==> config.mk <==
export PLATFORM = sky130hd
export DESIGN_NAME = ccpm_top
export DESIGN_NICKNAME = d
export VERILOG_FILES = /design/src/core/ccpm_pkg.sv /design/src/core/ccpm_top.sv
export VERILOG_INCLUDE_DIRS = /design/src /design/src/core
export SDC_FILE = /design/constraint.sdc
export NUM_CORES = 1
export LEC_CHECK = 0
export ABC_AREA = 1
export BUFFER_PORTS_ARGS = -buffer_cell sky130_fd_sc_hd__buf_2
export CAP_MARGIN = 20
export CORE_ASPECT_RATIO = 1.2
export CORE_MARGIN = 5
export CORE_UTILIZATION = 60
export CTS_BUF_LIST = sky130_fd_sc_hd__clkbuf_16
export CTS_CLUSTER_DIAMETER = 30
export DETAILED_ROUTE_END_ITERATION = 10
export PLACE_DENSITY = 0.8
export SYNTH_ARGS = -nofsm -noshare
export SYNTH_HDL_FRONTEND = slang
export SYNTH_SLANG_ARGS = --single-unit
export TNS_END_PERCENT = 5
==> constraint.sdc <==
create_clock -name pclk -period 6 [get_ports pclk]
set_input_delay 0.3 -clock pclk [delete_from_list [all_inputs] [get_ports pclk]]
set_output_delay 0.3 -clock pclk [all_outputs]
set_load 0.05 [all_outputs]
==> src/core/ccpm_regs.svh <==
// register offsets, field positions, reset values and prescale counts for the ccp/pwm unit
// assumes a 32-bit apb slave with one aligned word per register
`ifndef CCPM_REGS_SVH
`define CCPM_REGS_SVH
`define CCPM_TMR_OFF 8'h00
`define CCPM_PR_OFF 8'h04
`define CCPM_PERIOD_TIMER_CONTROL_OFF 8'h08
`define CCPM_U1_DL_OFF 8'h0c
`define CCPM_U1_DH_OFF 8'h10
`define CCPM_U1_CON_OFF 8'h14
`define CCPM_U2_DL_OFF 8'h18
`define CCPM_U2_DH_OFF 8'h1c
`define CCPM_U2_CON_OFF 8'h20
`define CCPM_AS_OFF 8'h24
`define CCPM_DB_OFF 8'h28
`define CCPM_STAT_OFF 8'h2c
`define CCPM_CON_RST 8'h00
`define CCPM_PR_RST 8'hff
`define CCPM_ZERO_RST 8'h00
`define CCPM_TMR_ON_BIT 2
`define CCPM_SD_STAT_BIT 7
`define CCPM_RESTART_BIT 7
`define CCPM_FLAG_BIT 0
`define CCPM_PSC_X1 5'h01
`define CCPM_PSC_X4 5'h04
`define CCPM_PSC_X16 5'h10
`define CCPM_CAP_X4 4'h3
`define CCPM_CAP_X16 4'hf
`endif

==> src/core/ccpm_pkg.sv <==
// types shared by the ccp/pwm unit
// assumes ccpm_regs.svh for numeric constants
package ccpm_pkg;
    typedef enum logic [3:0] {
        CCPM_OFF = 4'h0, CCPM_RSVD = 4'h1, CCPM_CMP_TGL = 4'h2, CCPM_CAP_ANY = 4'h3,
        CCPM_CAP_FALL = 4'h4, CCPM_CAP_RISE = 4'h5, CCPM_CAP_R4 = 4'h6, CCPM_CAP_R16 = 4'h7,
        CCPM_CMP_SET = 4'h8, CCPM_CMP_CLR = 4'h9, CCPM_CMP_SW = 4'ha, CCPM_CMP_SPEC = 4'hb
    } ccpm_mode_t;
    typedef enum logic [1:0] {
        CCPM_SINGLE = 2'h0, CCPM_FWD = 2'h1, CCPM_HALF = 2'h2, CCPM_REV = 2'h3
    } ccpm_cfg_t;
    typedef struct packed {
        logic [7:0] tmr;
        logic [7:0] pr;
        logic [6:0] period_timer_control;
        logic [4:0] psc;
        logic [1:0] q;
        logic [7:0] u1_dl;
        logic [7:0] u1_dh;
        logic [7:0] u1_con;
        logic [1:0] u1_lat;
        logic [7:0] u2_dl;
        logic [7:0] u2_dh;
        logic [5:0] u2_con;
        logic [1:0] u2_lat;
        logic [7:0] as_ctl;
        logic [7:0] db_ctl;
        logic flag;
        logic raw1;
        logic raw2;
        logic [6:0] dead;
        logic cap_prev;
        logic [3:0] cap_cnt;
        logic cmp_prev;
        logic [3:0] prev_mode;
        logic [3:0] pin;
        logic [3:0] oe;
        logic u2_out;
        logic u2_oe;
        logic special;
        logic pready;
        logic pslverr;
        logic [31:0] prdata;
    } ccpm_state_t;
endpackage

==> src/core/ccpm_top.sv <==
// capture/compare/pwm unit one (enhanced, up to four outputs) and pwm-only unit two (single output)
// assumes an apb master on pclk, synchronous pin inputs and an external capture timer value
//
// The implementer's own choices: the APB interface to the registers and the address map.
`timescale 1ns/1ps
`include "ccpm_regs.svh"
module ccpm_top import ccpm_pkg::*; #(
    parameter bit LARGE_PKG = 1'b1
) (
    input wire logic pclk,
    input wire logic presetn,
    input wire logic pclk_en,
    input wire logic psel,
    input wire logic penable,
    input wire logic pwrite,
    input wire logic [7:0] paddr,
    input wire logic [31:0] pwdata,
    output logic [31:0] prdata,
    output logic pready,
    output logic pslverr,
    input wire logic capture_in,
    input wire logic [15:0] capture_timer_val,
    input wire logic fault_in,
    output logic pwm_out_a,
    output logic pwm_out_b,
    output logic pwm_out_c,
    output logic pwm_out_d,
    output logic pwm_oe_a,
    output logic pwm_oe_b,
    output logic pwm_oe_c,
    output logic pwm_oe_d,
    output logic unit_two_out,
    output logic unit_two_oe,
    output logic unit_one_event_flag,
    output logic special_event_reset
);
    ccpm_state_t s_q, s_d;
    logic setup, wr, hit, tick, wrap, pwm1, pwm2, cmp_hit, cmp_rise, rise, fall, cap_ev, clr_flag, set_flag;
    logic [7:0] rd, wb;
    logic [4:0] psc_lim;
    logic [1:0] cfg;
    logic [3:0] lvl, en;
    logic [9:0] cnt_nx;

    assign setup = psel && !penable;
    assign wr = psel && penable && s_q.pready && pwrite;
    assign wb = pwdata[7:0];
    assign psc_lim = (s_q.period_timer_control[1:0] == 2'h0) ? `CCPM_PSC_X1 :
                     (s_q.period_timer_control[1:0] == 2'h1) ? `CCPM_PSC_X4 : `CCPM_PSC_X16;
    assign tick = s_q.period_timer_control[`CCPM_TMR_ON_BIT] && (s_q.psc == psc_lim - 5'h01);
    assign wrap = tick && (s_q.q == 2'h3) && (s_q.tmr == s_q.pr);
    // count that the next tick reaches, so the pin is low in the cycle the duty count is reached
    assign cnt_nx = {s_q.tmr, s_q.q} + 10'h001;
    assign pwm1 = (s_q.u1_con[3:2] == 2'h3);
    assign pwm2 = (s_q.u2_con[3:2] == 2'h3);
    assign cmp_hit = (capture_timer_val == {s_q.u1_dh, s_q.u1_dl});
    assign cmp_rise = cmp_hit && !s_q.cmp_prev;
    assign rise = capture_in && !s_q.cap_prev;
    assign fall = !capture_in && s_q.cap_prev;
    assign clr_flag = wr && (paddr == `CCPM_STAT_OFF) && pwdata[`CCPM_FLAG_BIT];

    // read mux and address decode
    always_comb begin
        hit = 1'b1;
        rd = 8'h00;
        case (paddr)
            `CCPM_TMR_OFF: rd = s_q.tmr;
            `CCPM_PR_OFF: rd = s_q.pr;
            `CCPM_PERIOD_TIMER_CONTROL_OFF: rd = {1'b0, s_q.period_timer_control};
            `CCPM_U1_DL_OFF: rd = s_q.u1_dl;
            `CCPM_U1_DH_OFF: rd = s_q.u1_dh;
            `CCPM_U1_CON_OFF: rd = s_q.u1_con;
            `CCPM_U2_DL_OFF: rd = s_q.u2_dl;
            `CCPM_U2_DH_OFF: rd = s_q.u2_dh;
            `CCPM_U2_CON_OFF: rd = {2'h0, s_q.u2_con};
            `CCPM_AS_OFF: rd = s_q.as_ctl;
            `CCPM_DB_OFF: rd = s_q.db_ctl;
            `CCPM_STAT_OFF: rd = {7'h00, s_q.flag};
            default: hit = 1'b0;
        endcase
    end

    always_comb begin
        s_d = s_q;
        s_d.special = 1'b0;
        set_flag = 1'b0;
        cap_ev = 1'b0;
        cfg = 2'h0;
        lvl = 4'h0;
        en = 4'h0;
        // apb slave: ready in the first access cycle
        if (setup) begin
            s_d.pready = 1'b1;
            s_d.pslverr = !hit;
            s_d.prdata = {24'h000000, rd};
        end else if (psel && penable && s_q.pready) begin
            s_d.pready = 1'b0;
            s_d.pslverr = 1'b0;
        end
        // period timer with prescaler and 2-bit phase
        if (s_q.period_timer_control[`CCPM_TMR_ON_BIT]) begin
            s_d.psc = tick ? 5'h00 : s_q.psc + 5'h01;
            if (tick) begin
                s_d.q = s_q.q + 2'h1;
                if (s_q.q == 2'h3) begin
                    s_d.tmr = (s_q.tmr == s_q.pr) ? 8'h00 : s_q.tmr + 8'h01;
                end
            end
        end
        // unit one
        case (s_q.u1_con[3:0])
            CCPM_OFF, CCPM_RSVD: begin
                s_d.raw1 = 1'b0;
                s_d.cap_cnt = 4'h0;
                s_d.dead = 7'h00;
            end
            CCPM_CAP_ANY: cap_ev = rise || fall;
            CCPM_CAP_FALL: cap_ev = fall;
            CCPM_CAP_RISE: cap_ev = rise;
            CCPM_CAP_R4, CCPM_CAP_R16: begin
                if (rise) begin
                    s_d.cap_cnt = s_q.cap_cnt + 4'h1;
                    cap_ev = (s_q.cap_cnt == (s_q.u1_con[0] ? `CCPM_CAP_X16 : `CCPM_CAP_X4));
                    if (cap_ev) begin
                        s_d.cap_cnt = 4'h0;
                    end
                end
            end
            CCPM_CMP_TGL: begin
                if (cmp_rise) begin
                    s_d.raw1 = !s_q.raw1;
                    set_flag = 1'b1;
                end
            end
            CCPM_CMP_SET, CCPM_CMP_CLR: begin
                if (s_q.prev_mode != s_q.u1_con[3:0]) begin
                    s_d.raw1 = s_q.u1_con[0];
                end else if (cmp_rise) begin
                    s_d.raw1 = !s_q.u1_con[0];
                    set_flag = 1'b1;
                end
            end
            CCPM_CMP_SW: set_flag = cmp_rise;
            CCPM_CMP_SPEC: begin
                set_flag = cmp_rise;
                s_d.special = cmp_rise;
            end
            default: begin
                if (tick && wrap) begin
                    s_d.u1_dh = s_q.u1_dl;
                    s_d.u1_lat = s_q.u1_con[5:4];
                    s_d.raw1 = ({s_q.u1_dl, s_q.u1_con[5:4]} != 10'h000);
                    if (s_q.db_ctl[`CCPM_RESTART_BIT] && !fault_in) begin
                        s_d.as_ctl[`CCPM_SD_STAT_BIT] = 1'b0;
                    end
                end else if (tick && {s_q.u1_dh, s_q.u1_lat} == cnt_nx) begin
                    s_d.raw1 = 1'b0;
                end
                if (s_d.raw1 != s_q.raw1) begin
                    s_d.dead = s_q.db_ctl[6:0];
                end else if (s_q.dead != 7'h00) begin
                    s_d.dead = s_q.dead - 7'h01;
                end
            end
        endcase
        if (cap_ev) begin
            {s_d.u1_dh, s_d.u1_dl} = capture_timer_val;
            set_flag = 1'b1;
        end
        s_d.prev_mode = s_q.u1_con[3:0];
        s_d.cmp_prev = cmp_hit;
        s_d.cap_prev = capture_in;
        // unit two: single output pwm, no shutdown path
        if (pwm2 && wrap) begin
            s_d.u2_dh = s_q.u2_dl;
            s_d.u2_lat = s_q.u2_con[5:4];
            s_d.raw2 = ({s_q.u2_dl, s_q.u2_con[5:4]} != 10'h000);
        end else if (pwm2 && tick && {s_q.u2_dh, s_q.u2_lat} == cnt_nx) begin
            s_d.raw2 = 1'b0;
        end else if (!pwm2) begin
            s_d.raw2 = 1'b0;
        end
        // software writes
        if (wr) begin
            case (paddr)
                `CCPM_TMR_OFF: s_d.tmr = wb;
                `CCPM_PR_OFF: s_d.pr = wb;
                `CCPM_PERIOD_TIMER_CONTROL_OFF: s_d.period_timer_control = wb[6:0];
                `CCPM_U1_DL_OFF: s_d.u1_dl = wb;
                `CCPM_U1_DH_OFF: s_d.u1_dh = pwm1 ? s_q.u1_dh : wb;
                `CCPM_U1_CON_OFF: s_d.u1_con = LARGE_PKG ? wb : {2'h0, wb[5:0]};
                `CCPM_U2_DL_OFF: s_d.u2_dl = wb;
                `CCPM_U2_DH_OFF: s_d.u2_dh = pwm2 ? s_q.u2_dh : wb;
                `CCPM_U2_CON_OFF: s_d.u2_con = wb[5:0];
                `CCPM_AS_OFF: s_d.as_ctl = LARGE_PKG ? wb : {wb[7:2], 2'h0};
                `CCPM_DB_OFF: s_d.db_ctl = LARGE_PKG ? wb : {wb[7], 7'h00};
                default: s_d.tmr = s_d.tmr;
            endcase
        end
        // off and reserved modes drop the output at the edge that selects them
        if (s_d.u1_con[3:1] == 3'h0) begin
            s_d.raw1 = 1'b0;
        end
        // shutdown event and sticky flag: a set wins over a clear
        if (fault_in && s_q.as_ctl[6:4] != 3'h0) begin
            s_d.as_ctl[`CCPM_SD_STAT_BIT] = 1'b1;
        end
        s_d.flag = (s_q.flag && !clr_flag) || set_flag;
        // output steering from the next state so pins and control stay in step
        if (s_d.u1_con[3:2] == 2'h3) begin
            cfg = LARGE_PKG ? s_d.u1_con[7:6] : 2'h0;
            case (cfg)
                CCPM_SINGLE: begin
                    lvl = {3'h0, s_d.raw1};
                    en = 4'h1;
                end
                CCPM_FWD: begin
                    lvl = {s_d.raw1, 1'b0, 1'b0, 1'b1};
                    en = 4'hf;
                end
                CCPM_HALF: begin
                    lvl = {2'h0, !s_d.raw1 && s_d.dead == 7'h00, s_d.raw1 && s_d.dead == 7'h00};
                    en = 4'h3;
                end
                default: begin
                    lvl = {1'b0, 1'b1, s_d.raw1, 1'b0};
                    en = 4'hf;
                end
            endcase
            lvl = lvl ^ {s_d.u1_con[0], s_d.u1_con[1], s_d.u1_con[0], s_d.u1_con[1]};
            if (s_d.as_ctl[`CCPM_SD_STAT_BIT]) begin
                lvl = {s_d.as_ctl[0], s_d.as_ctl[2], s_d.as_ctl[0], s_d.as_ctl[2]};
                en = en & {!s_d.as_ctl[1], !s_d.as_ctl[3], !s_d.as_ctl[1], !s_d.as_ctl[3]};
            end
        end else if (s_d.u1_con[3:0] == CCPM_CMP_TGL || s_d.u1_con[3:1] == 3'h4) begin
            lvl = {3'h0, s_d.raw1};
            en = 4'h1;
        end
        s_d.pin = lvl & en;
        s_d.oe = en;
        s_d.u2_out = s_d.raw2;
        s_d.u2_oe = (s_d.u2_con[3:2] == 2'h3);
    end

    always_ff @(posedge pclk or negedge presetn) begin
        if (!presetn) begin
            s_q <= '0;
            s_q.pr <= `CCPM_PR_RST;
            s_q.u1_con <= `CCPM_CON_RST;
            s_q.as_ctl <= `CCPM_ZERO_RST;
            s_q.db_ctl <= `CCPM_ZERO_RST;
        end else if (pclk_en) begin
            s_q <= s_d;
        end
    end

    assign prdata = s_q.prdata;
    assign pready = s_q.pready;
    assign pslverr = s_q.pslverr;
    assign {pwm_out_d, pwm_out_c, pwm_out_b, pwm_out_a} = s_q.pin;
    assign {pwm_oe_d, pwm_oe_c, pwm_oe_b, pwm_oe_a} = s_q.oe;
    assign unit_two_out = s_q.u2_out;
    assign unit_two_oe = s_q.u2_oe;
    assign unit_one_event_flag = s_q.flag;
    assign special_event_reset = s_q.special;
endmodule

## Word-level counts from Yosys, hierarchy flattened

Cells that the tools add are included.

- Bits in registers: 136
- Input bits: 64

- Bitwise logic cells: 4
- Multiplexer cells: 70
- Reductions and logical operators: 74
- Equality and inequality tests: 44
- Add/sub/neg operators: 7

Operators by type and width:

| cell | count |
|---|---|
| $mux W8 | 17 |
| $pmux W8 S12 | 1 |
| $mux W4 | 9 |
| $eq A8 B5 Y1 const B | 4 |
| $eq A8 B6 Y1 const B | 4 |
| $mux W16 | 2 |
| $reduce_and A3 Y1 | 10 |
| $mux W24 | 1 |
| $reduce_or A12 Y1 | 2 |
| $mux W23 | 1 |
| $logic_and A1 B1 Y1 | 22 |
| $mux W1 | 22 |
| $mux W7 | 3 |
| $eq A10 B10 Y1 | 2 |
| $reduce_bool A10 Y1 | 2 |
| $eq A16 B16 Y1 | 1 |
| $eq A4 B3 Y1 const B | 4 |
| $eq A4 B4 Y1 const B | 4 |
| $eq A8 B4 Y1 const B | 2 |
| $pmux W4 S2 | 2 |
| $mux W5 | 3 |
| $mux W14 | 1 |
| $pmux W7 S2 | 1 |
| $reduce_and A2 Y1 | 7 |
| other kinds (42) | 72 |

## Depth between registers and ports, before layout

Gate-level depths: netlist of the first run.

- Depth after elaboration: 24
- Mapped depth: 29
- Gate-level depth less buffers: 29

## Worst setup path after synthesis of the first run

OpenSTA, ideal clock, no wires.

- Path type: register to register
- Start point: register s_q[131] (netlist bit)
- End point: register s_q (netlist bit pwm_out_a)
- Data arrival time: 2.598 ns
- Buffers on the path: 1
- Data required time: 5.882 ns
- Period minus slack after synthesis: 2.716 ns
- Setup slack: 3.284 ns
- Cell stages (with the launch flop): 28
- Path through: dfrtp_1 ha_1 nand2_1 nor2_1 nand2_1 nand3_1 nand2_1 inv_2 nand3_1 nor2_1 nand2_1 nand2_1 nand3_1 buf_2 a21oi_2 nor2_1 nor2_1 nand2_1 nor2_2 nand2_2 nand2_2 nand2_1 nand2_1 nand3_1 nand2_1 nand2_1 nand2_1 nand2_1

- Longest elaborated chain between the ends: 17
- Elaborated cells on any way between the ends: 31

Ends and longest elaborated chain:

| what | line | RTL |
|---|---|---|
| start: declaration | ccpm_top.sv:37 | `ccpm_state_t s_q, s_d;` |
| $add A10 B1 Y10 or $eq A2 B2 Y1 (tied branches) | ccpm_top.sv:53, ccpm_top.sv:51 |  |
| $eq A10 B10 Y1 or $logic_and A1 B1 Y1 (tied branches) | ccpm_top.sv:156, ccpm_top.sv:51 |  |
| $logic_and A1 B1 Y1, on equally long branches | ccpm_top.sv:156, ccpm_top.sv:51 |  |
| $mux W1 or $logic_and A1 B1 Y1 (tied branches) | ccpm_top.sv:156, ccpm_top.sv:149 |  |
| $mux W1 | ccpm_top.sv:149 | `if (tick && wrap) begin` |
| $mux W1 | ccpm_top.sv:111 | `case (s_q.u1_con[3:0])` |
| $ne A1 B1 Y1 | ccpm_top.sv:159 | `if (s_d.raw1 != s_q.raw1) begin` |
| $mux W7 | ccpm_top.sv:159 |  |
| $pmux W7 S2 | ccpm_top.sv:111 |  |
| $logic_not A7 Y1 | ccpm_top.sv:222 | `lvl = {2'h0, !s_d.raw1 && s_d.dead == 7'h00, s_d.raw1 && s_d.dead == 7'h00};` |
| $logic_and A1 B1 Y1 | ccpm_top.sv:222 |  |
| $pmux W4 S3 | ccpm_top.sv:212 | `case (cfg)` |
| $mux W4 | ccpm_top.sv:210 | `if (s_d.u1_con[3:2] == 2'h3) begin` |
| $xor A4 B4 Y4 | ccpm_top.sv:230 | `lvl = lvl ^ {s_d.u1_con[0], s_d.u1_con[1], s_d.u1_con[0], s_d.u1_con[1]};` |
| $mux W4 | ccpm_top.sv:231 | `` if (s_d.as_ctl[`CCPM_SD_STAT_BIT]) begin `` |
| $mux W4 | ccpm_top.sv:210 |  |
| $and A4 B4 Y4 (*) | ccpm_top.sv:239 | `s_d.pin = lvl & en;` |

Every way passes the cells marked *; elsewhere a longest branch is shown, timed or not. The select of a mux whose other input is x is not followed.
A chain may end at the register's enable or synchronous reset.

## Worst setup path after layout of the first run

Same ends and word-level chain as after synthesis.

==> results.md, run 1 <==
| Item | This run |
| --- | --- |
| Most common library cells after synthesis | sky130_fd_sc_hd__nand2_1, sky130_fd_sc_hd__inv_1, sky130_fd_sc_hd__o21ai_0 |
| Number of buffers between clock root and the deepest sink | 2 |
| Status | finished clean |
| Max-cap violation count | 0 |
| Startpoint kind of the worst setup timing path | register |
| Ratio of final minimum period to clock period | 61.43% |
| Crit path capture type | register |
| Number of different library cells in the post-synthesis netlist | 53 |
| Detailed-router iteration count before antenna repair | 6 |
| M2 GR Usage | 53.58% |
| Worst hold margin | 0.1264 ns |
| Vertical die dimension | 142.2 um |
| Utilization after layout | 66.95% |
| Detailed-placement wirelength estimate | 20360 um |
| Row count | 48 |
| Count of boundary I/O pins | 110 |
| Synthesized area per cell | 7.146 um2 |
| Worst IR Drop VDD | 0.1639 mV |
| Area leader, netlist | sky130_fd_sc_hd__dfrtp_1 |
| Most frequent cell on the critical path | sky130_fd_sc_hd__nand2_1 |
| CTS clock-pin slew for the worst setup and hold paths | 0.06 ns |
| Count of hold buffers inserted by post-cts repair | 1 |
| Count of port buffers added during placement | 61 |
| Reg2Reg Depth | 28 |
| Depth of the critical timing path with buffers and inverters included | 28 |
| Destination of the worst hold path | s_q[54]$_DFFE_PN0P_ |
| Maximum number of pins on one net before global-route repair | 75 |
| Clock tree skew after final layout | 0.007220 ns |
| Via total after detailed routing | 8631 |
| DRT iter0 DRCs | 990 |
| Share of Yosys cell area claimed by the top area cell type | 36.68% |
| Highest clock frequency the design can meet | 0.2713 GHz |
| Area growth, synth to finish | 10.06% |
| GR Util All Layers | 33.02% |
| Initial core utilization | 60.84% |
| CP Data Arrival Time | 4.00 ns |
| Main flop type after synthesis | sky130_fd_sc_hd__dfrtp_1 |
| Worst-margin pin slew | 1.034 ns |
| Final GP Congestion | 1.009 |
| Most frequently used cell type in the post-synthesis netlist | sky130_fd_sc_hd__nand2_1 |
| Clock Sinks | 136 |
| Final Hold Viols | 0 |
| Antenna cell count | 0 |
| Leakage power figure | 4.599 nW |
| Floorplan Core Area | 14350 um2 |
| Slew HR | 31.09% |
| CTS buffer count | 17 |
| DRC violations left | 0 |
| Detailed Route WL | 27350 um |
| Area after DPL | 9012 um2 |
| Asr flop ratio synth | 100.0% |
| Buffer type at the clock tree root | sky130_fd_sc_hd__clkbuf_16 |
| Worst r2r src | s_q[131]$_DFFE_PN0P_ |
| Synth top area cells | sky130_fd_sc_hd__dfrtp_1, sky130_fd_sc_hd__nand2_1, sky130_fd_sc_hd__o21ai_0 |
| Period minus WS final | 3.686 ns |
| Initial antenna violation count | 0 |
| Number of enable flip-flop cells after synthesis | 0 |
| Top Family by Delay on Critical Path | simple AND/OR/NAND/NOR gates |
| Routed wirelength normalized by instance count | 18.81 um |
| Number of buffers added for setup after CTS | 0 |
| Total chip power | 2.438 mW |
| Number of instances in the synthesized netlist | 1222 |
| PwrDens | 253.7 nW/um2 |
| Global route total overflow | 0 |
| Proportion of layout cells with a drive suffix above 1 | 10.48% |
| Number of nets still failing antenna checks after routing | 0 |
| Critical register-to-register path endpoint | pwm_out_a$_DFFE_PN0P_ |
| Critical path class | register to register |
| Met1 routing resource usage after global routing | 40.71% |
| Total Nets Final | 1338 |
| Post-detailed-route via-to-cell ratio | 5.936 |
| Setup TNS | 0 ns |
| Layout fillers | 1284 |
| Depth of the worst hold-timing path | 3 |
| Startpoint of the most critical hold path | capture_in |
| Slowest library cell on the worst path | sky130_fd_sc_hd__dfrtp_1 |
| Number of failing setup endpoints in the final timing report | 0 |
| Wire length of the first global-routing pass | 43650 um |
| Peak per-stage delay on the critical path | 0.47 ns |
| Post-synthesis sequential area ratio | 39.09% |
| Critical Path RT | 6.32 ns |
| Number of warnings reported in the yosys synthesis log | 0 |
| Clock latency of the later-clocked register in the worst-skew pair | 0.43 ns |
| RSZ-0062 raised after global routing | false |
| Die Width | 120.1 um |
| Number of levels in the clock H-tree | 4 |
| Post-cts repair resize count | 0 |
| Met3 Track Usage GR | 7.396% |
| Cell Area, Synth | 8732 um2 |
| Total Die Area | 17080 um2 |
| Top Usage Layer GRT | met2 |
| CTS tree | yes |
| Finished layout cell area | 9610 um2 |
| Critical path fanouts, max | 11 |
| Max Transition Viols Final | 0 |
| Min-Delay Path Class | input pin to register |
| Number of global-route vias before repair | 8318 |
| Worst reg-to-reg setup slack | 2.31 ns |
| Count of buffer and inverter cells on the critical path | 2 |
| Synthesized flop and latch total | 136 |
layer usage:
layer	wire length (um)	vias up
li1	-	4089
met4	1649	0
met3	2462	120
met5	0	-
met2	12810	454
met1	10440	3968
report_power, final:
part	switching [mW]	internal [mW]	total (mW)
registers	0.0601	0.957	1.02
clock network	0.406	0.646	1.05
logic	0.263	0.106	0.369
total	0.728	1.71	2.44
flip-flops by register name (all words and copies together) (netlist names):
name                 flops
pwm_oe_a                 1
prdata                   8
pwm_oe_d                 1
pwm_out_b                1
pwm_oe_b                 1
pwm_out_c                1
pready                   1
s_d                      4
pwm_oe_c                 1
unit_two_out             1
s_q                    110
special_event_reset      1
pwm_out_a                1
unit_two_oe              1
unit_one_event_flag      1
pwm_out_d                1
pslverr                  1
metrics by stage:
stage | setup slack [ns] | cells
2_1_floorplan | 3.284 | 1245
3_3_place_gp | 2.391 | 1420
3_5_place_dp | 2.357 | 1421
4_1_cts | 2.355 | 1454
5_1_grt | 1.902 | 1454
6_report | 2.314 | 1454
cell type report:
cell class	count	area (um2)	share of cell area [%]
timing repair buffer	66	355.3	3.697
clock inverter	15	162.7	1.692
clock buffer	17	425.4	4.427
inverter	183	691.9	7.200
multi-input combinational	862	4343	45.19
sequential	136	3413	35.52
tap	175	219.0	2.278
kinds of logic after synthesis:
kind of cell	Yosys count	synth area share (%)
and+or+nand+nor	491	23.80
AOI/OAI and AO/OA	307	20.46
buffers and inverters	247	12.17
DFF	136	39.09
xor gates and xnor gates	32	3.296
adders and majority gates	8	1.146
other	1	0.04294
how the worst max path moves through the flow:
stage                                       end  slack (ns)                 start
final                     pwm_out_a$_DFFE_PN0P_        2.31  s_q[131]$_DFFE_PN0P_
after global routing      pwm_out_a$_DFFE_PN0P_        1.90  s_q[131]$_DFFE_PN0P_
after CTS                 pwm_out_a$_DFFE_PN0P_        2.36  s_q[131]$_DFFE_PN0P_
after detailed placement  pwm_out_a$_DFFE_PN0P_        2.36  s_q[131]$_DFFE_PN0P_
after global placement    pwm_out_a$_DFFE_PN0P_        2.39  s_q[131]$_DFFE_PN0P_
after floorplan           pwm_out_a$_DFFE_PN0P_        3.28  s_q[131]$_DFFE_PN0P_
worst min-delay path, stage by stage:
cell and delay, ns:
sky130_fd_sc_hd__buf_2 0.10, sky130_fd_sc_hd__nand2_1 0.04, sky130_fd_sc_hd__o21ai_0 0.07
cells in the final DEF, fill, tap and decap left out, types with 3 or more instances in the layout:
cell type and instances:
sky130_fd_sc_hd__dfrtp_1 128, sky130_fd_sc_hd__nor4_1 5, sky130_fd_sc_hd__a21oi_1 43, sky130_fd_sc_hd__inv_1 172, sky130_fd_sc_hd__nand2_2 4, sky130_fd_sc_hd__nand4_1 21, sky130_fd_sc_hd__o211ai_1 34, sky130_fd_sc_hd__xnor2_1 17
sky130_fd_sc_hd__a221oi_1 16, sky130_fd_sc_hd__nand2_1 291, sky130_fd_sc_hd__o22ai_1 28, sky130_fd_sc_hd__clkinv_1 7, sky130_fd_sc_hd__conb_1 24, sky130_fd_sc_hd__clkinv_2 3, sky130_fd_sc_hd__clkbuf_16 17, sky130_fd_sc_hd__clkinvlp_4 3
sky130_fd_sc_hd__o21ai_1 4, sky130_fd_sc_hd__nor2_2 6, sky130_fd_sc_hd__nand3_1 64, sky130_fd_sc_hd__xor2_1 14, sky130_fd_sc_hd__or2_2 5, sky130_fd_sc_hd__dfstp_2 8, sky130_fd_sc_hd__o21ai_0 160, sky130_fd_sc_hd__buf_4 3
sky130_fd_sc_hd__bufinv_16 3, sky130_fd_sc_hd__buf_2 60, sky130_fd_sc_hd__nor3_1 7, sky130_fd_sc_hd__inv_2 6, sky130_fd_sc_hd__ha_1 8, sky130_fd_sc_hd__a31oi_1 3, sky130_fd_sc_hd__nor2_1 80
No activity file was read; power rests on OpenSTA's default activity.
==> run 2, diff against run 1 <==
- ABC_AREA: 1 -> 0
- CORE_UTILIZATION: 60 -> 59
- PLACE_DENSITY: 0.8 -> 0.79
- clock period: 6 -> 3.6 ns (I/O delays scaled with it)
==> results.md, run 2 <==
| Item | This run | vs previous |
| --- | --- | --- |
| Antenna cell count | 0 | unchanged |
| Buffer type at the clock tree root | sky130_fd_sc_hd__clkbuf_16 |  |
| Critical Path RT | 3.92 ns | -2.40 ns |
| Critical path class | register to register |  |
| Number of failing setup endpoints in the final timing report | 2 | +2 |
| Asr flop ratio synth | 100.0% | unchanged |
| Share of Yosys cell area claimed by the top area cell type | 35.11% | -1.6 points |
| Synthesized area per cell | 8.952 um2 | +25% |
| DRT iter0 DRCs | 1380 | +39% |
| Worst reg-to-reg setup slack | -0.04 ns | -2.36 ns |
| Area after DPL | 9847 um2 | +9.3% |
| Maximum number of pins on one net before global-route repair | 81 | +8.0% |
| Area growth, synth to finish | 15.42% |  |
| Synthesized flop and latch total | 136 | unchanged |
| Die Width | 123.5 um | +2.8% |
| Most common library cells after synthesis | sky130_fd_sc_hd__dfrtp_1, sky130_fd_sc_hd__nand2_1, sky130_fd_sc_hd__nor2_1 |  |
| Register ranked first by flip-flop count | s_q |  |
| Destination of the worst hold path | s_q[54]$_DFFE_PN0P_ |  |
| Vertical die dimension | 146.2 um | +2.9% |
| Sequential group share of total power | 42.5% | +0.8 points |
| Count of placed standard cells including taps | 1288 | -9.4% |
| Worst setup path startpoint | s_q[139]$_DFFE_PN0P_ |  |
| Layout fillers | 1127 | -12% |
| Number of enable flip-flop cells after synthesis | 0 | unchanged |
| Area leader, netlist | sky130_fd_sc_hd__dfrtp_1 |  |
| Clock power frac | 42.3% | -0.9 points |
| Number of instances in the synthesized netlist | 1019 | -17% |
| Critical path fanouts, max | 4 | -7 |
| Min-Delay Path Class | input pin to register |  |
| Max Transition Viols Final | 0 | unchanged |
| Reg2Reg Depth | 10 | -64% |
| Status | finished, violations left |  |
| Commonest non-fill, non-tap cell in the layout | sky130_fd_sc_hd__dfrtp_1 |  |
| Period minus WS final | 3.643 ns | -0.04247 ns |
| Total chip power | 3.837 mW | +57% |
| Global route total overflow | 0 | unchanged |
| Routed wirelength normalized by instance count | 22.89 um | +22% |
| Finished layout cell area | 10530 um2 | +9.6% |
| Highest clock frequency the design can meet | 0.2745 GHz | +1.2% |
| Post-detailed-route via-to-cell ratio | 6.749 | +14% |
| Clock tree skew after final layout | 0.007580 ns | +0.0003603 ns |
| Total Die Area | 18060 um2 | +5.8% |
| Max-cap violation count | 0 | unchanged |
| Worst IR Drop VDD | 0.3942 mV | +140% |
| Clock latency of the later-clocked register in the worst-skew pair | 0.43 ns | about the same |
| Cells along the critical path | or4b_4 > a211oi_4 > nor2_2 > or4_4 > nor3_4 > o211ai_1 > or2_1 > or4_4 > nand4bb_1 > a31o_1 |  |
| Number of warnings reported in the yosys synthesis log | 0 | unchanged |
| Startpoint kind of the worst setup timing path | register |  |
| Ratio of final minimum period to clock period | 101.2% | +40 points |
| Most frequent cell on the critical path | sky130_fd_sc_hd__or4_4 |  |
| PwrDens | 364.5 nW/um2 | +44% |
| Worst setup timing slack at the placement stage | -0.1643 ns | -2.521 ns |
| Worst setup slack after layout | -0.04307 ns | -2.358 ns |
| DRC violations left | 0 | unchanged |
| Clock Sinks | 136 | unchanged |
| RSZ-0062 raised after global routing | true |  |
| Initial antenna violation count | 0 | unchanged |
| Initial core utilization | 60.49% | -0.35 points |
| Count of boundary I/O pins | 110 | unchanged |
| CTS buffer count | 17 | unchanged |
| Part of the power in combinational logic | 15.2% | about the same |
| Leakage power figure | 4.842 nW | +5.3% |
| CTS tree | yes |  |
| Post-synthesis sequential area ratio | 37.42% | -1.7 points |
| Main flop type after synthesis | sky130_fd_sc_hd__dfrtp_1 |  |
| Floorplan Core Area | 15080 um2 | +5.1% |
| Startpoint of the most critical hold path | capture_in |  |
| Switching part of the total | 29.96% | +0.091 points |
| Detailed Route WL | 30350 um | +11% |
| Final Hold Viols | 0 | unchanged |
| Reported net switching power | 1.150 mW | +58% |
| Wire length of the first global-routing pass | 46820 um | +7.3% |
| Count of port buffers added during placement | 61 | unchanged |
| Row count | 49 | +2.1% |
| Detailed-placement wirelength estimate | 21230 um | +4.3% |
| Peak per-stage delay on the critical path | 0.57 ns | +0.10 ns |
| Flip-flop count of the largest register, all copies and words added | 110 | unchanged |
| Number of nets still failing antenna checks after routing | 0 | unchanged |
| Top library cells by usage in the layout, fill and taps aside | sky130_fd_sc_hd__dfrtp_1, sky130_fd_sc_hd__nand2_1, sky130_fd_sc_hd__buf_4 |  |
| Cell Area, Synth | 9122 um2 | +4.5% |
| Proportion of layout cells with a drive suffix above 1 | 25.13% | +15 points |
| CP Data Arrival Time | 3.96 ns | -0.04 ns |
| Slowest library cell on the worst path | sky130_fd_sc_hd__or4b_4 |  |
| Depth of the worst hold-timing path | 3 | unchanged |
| Worst hold margin | 0.0005760 ns | -0.1258 ns |
| Detailed-router iteration count before antenna repair | 8 | +2 |
| Worst-margin pin slew | 0.9582 ns | -0.07536 ns |
| Critical register-to-register path endpoint | pwm_out_a$_DFFE_PN0P_ |  |
| Violated checks | negative setup slack |  |
| Number of global-route vias before repair | 8509 | +2.3% |
| Internal Power | 2.688 mW | +57% |
| Total Nets Final | 1183 | -12% |
| Most frequently used cell type in the post-synthesis netlist | sky130_fd_sc_hd__dfrtp_1 |  |
| Via total after detailed routing | 8949 | +3.7% |
| Final GP Congestion | 1.058 | +4.9% |
| CTS clock-pin slew for the worst setup and hold paths | 0.06 ns | about the same |
| Crit path capture type | register |  |
| Synth top area cells | sky130_fd_sc_hd__dfrtp_1, sky130_fd_sc_hd__mux2_2, sky130_fd_sc_hd__xor2_1 |  |
| GR Util All Layers | 33.76% | +0.74 points |
| Slew HR | 35.69% | +4.6 points |
| Number of buffers between clock root and the deepest sink | 2 | unchanged |
| Number of levels in the clock H-tree | 4 | unchanged |
| Worst r2r src | s_q[139]$_DFFE_PN0P_ |  |
| Number of different library cells in the post-synthesis netlist | 87 | +64% |
| Non-filler cells in the finished layout | 1326 | -8.8% |
## run 2: routing by layer
layer	GRT usage, %	vias up	routed length [um]
li1	-	3895	-
met4	19.22	0	2142
met5	0	-	0
met3	8.549	171	3506
met2	51.07	679	13510
met1	43.74	4204	11190
## run 2: worst max-delay path, delay by kind of cell (launching register included)
kind / cells / cell delay, ns
AND/OR/NAND/NOR: 7 / 2.39
flip-flops: 1 / 0.40
AO/OA/AOI/OAI: 3 / 0.74
## run 2: cells by family after synthesis
kind of cell	count (synthesis)	share of synthesized area [%]
AO/OA/AOI/OAI	272	20.26
XOR/XNOR	61	5.857
adder cells (fa/ha/maj)	8	1.097
buffers and inverters	118	6.529
flip-flops	136	37.42
multiplexers	77	9.313
other	1	0.04111
AND/OR/NAND/NOR	346	19.49
## run 2: worst max path at each step
stage | to
final | pwm_out_a$_DFFE_PN0P_
after detailed placement | pwm_out_a$_DFFE_PN0P_
after CTS | pwm_out_b$_DFFE_PN0P_
after floorplan | pwm_out_b$_DFFE_PN0P_
after global placement | pwm_out_a$_DFFE_PN0P_
after global routing | pwm_out_a$_DFFE_PN0P_
## run 2: metrics by stage
stage                     setup TNS [ns]  util (%)
final                           -0.05158     69.81
after global routing             -0.1905     69.81
after CTS                              0     68.97
after detailed placement         -0.2895     65.29
after global placement           -0.1021     65.29
after floorplan                        0         -
## run 2: final cells by class
| type | count | area (um2) | share of cell area [%] |
|---|---|---|---|
| multi-input cells | 788 | 5288 | 50.22 |
| flip-flops and latches | 136 | 3416 | 32.44 |
| repair buffers | 146 | 952.2 | 9.043 |
| clock buffers | 17 | 425.4 | 4.040 |
| well taps | 204 | 255.2 | 2.424 |
| clock inverters | 13 | 110.1 | 1.046 |
| inverters | 22 | 82.58 | 0.7843 |
## run 2: timing repair
item	4_1_cts	5_1_grt
hold buffers	1	0
setup endpoints to repair	2	2
pin swaps	1	12
setup buffers	0	7
gates resized for setup	3	13
endpoints found under the hold margin	71	0
## run 2: power groups by stage
stage	logic (mW)	registers, mW	clock network (mW)
floorplan	0.353	1.65	0
global route	0.620	1.63	1.70
CTS	0.560	1.63	1.62
detailed placement	0.552	1.65	0
global placement	0.545	1.65	0
finish	0.585	1.63	1.62
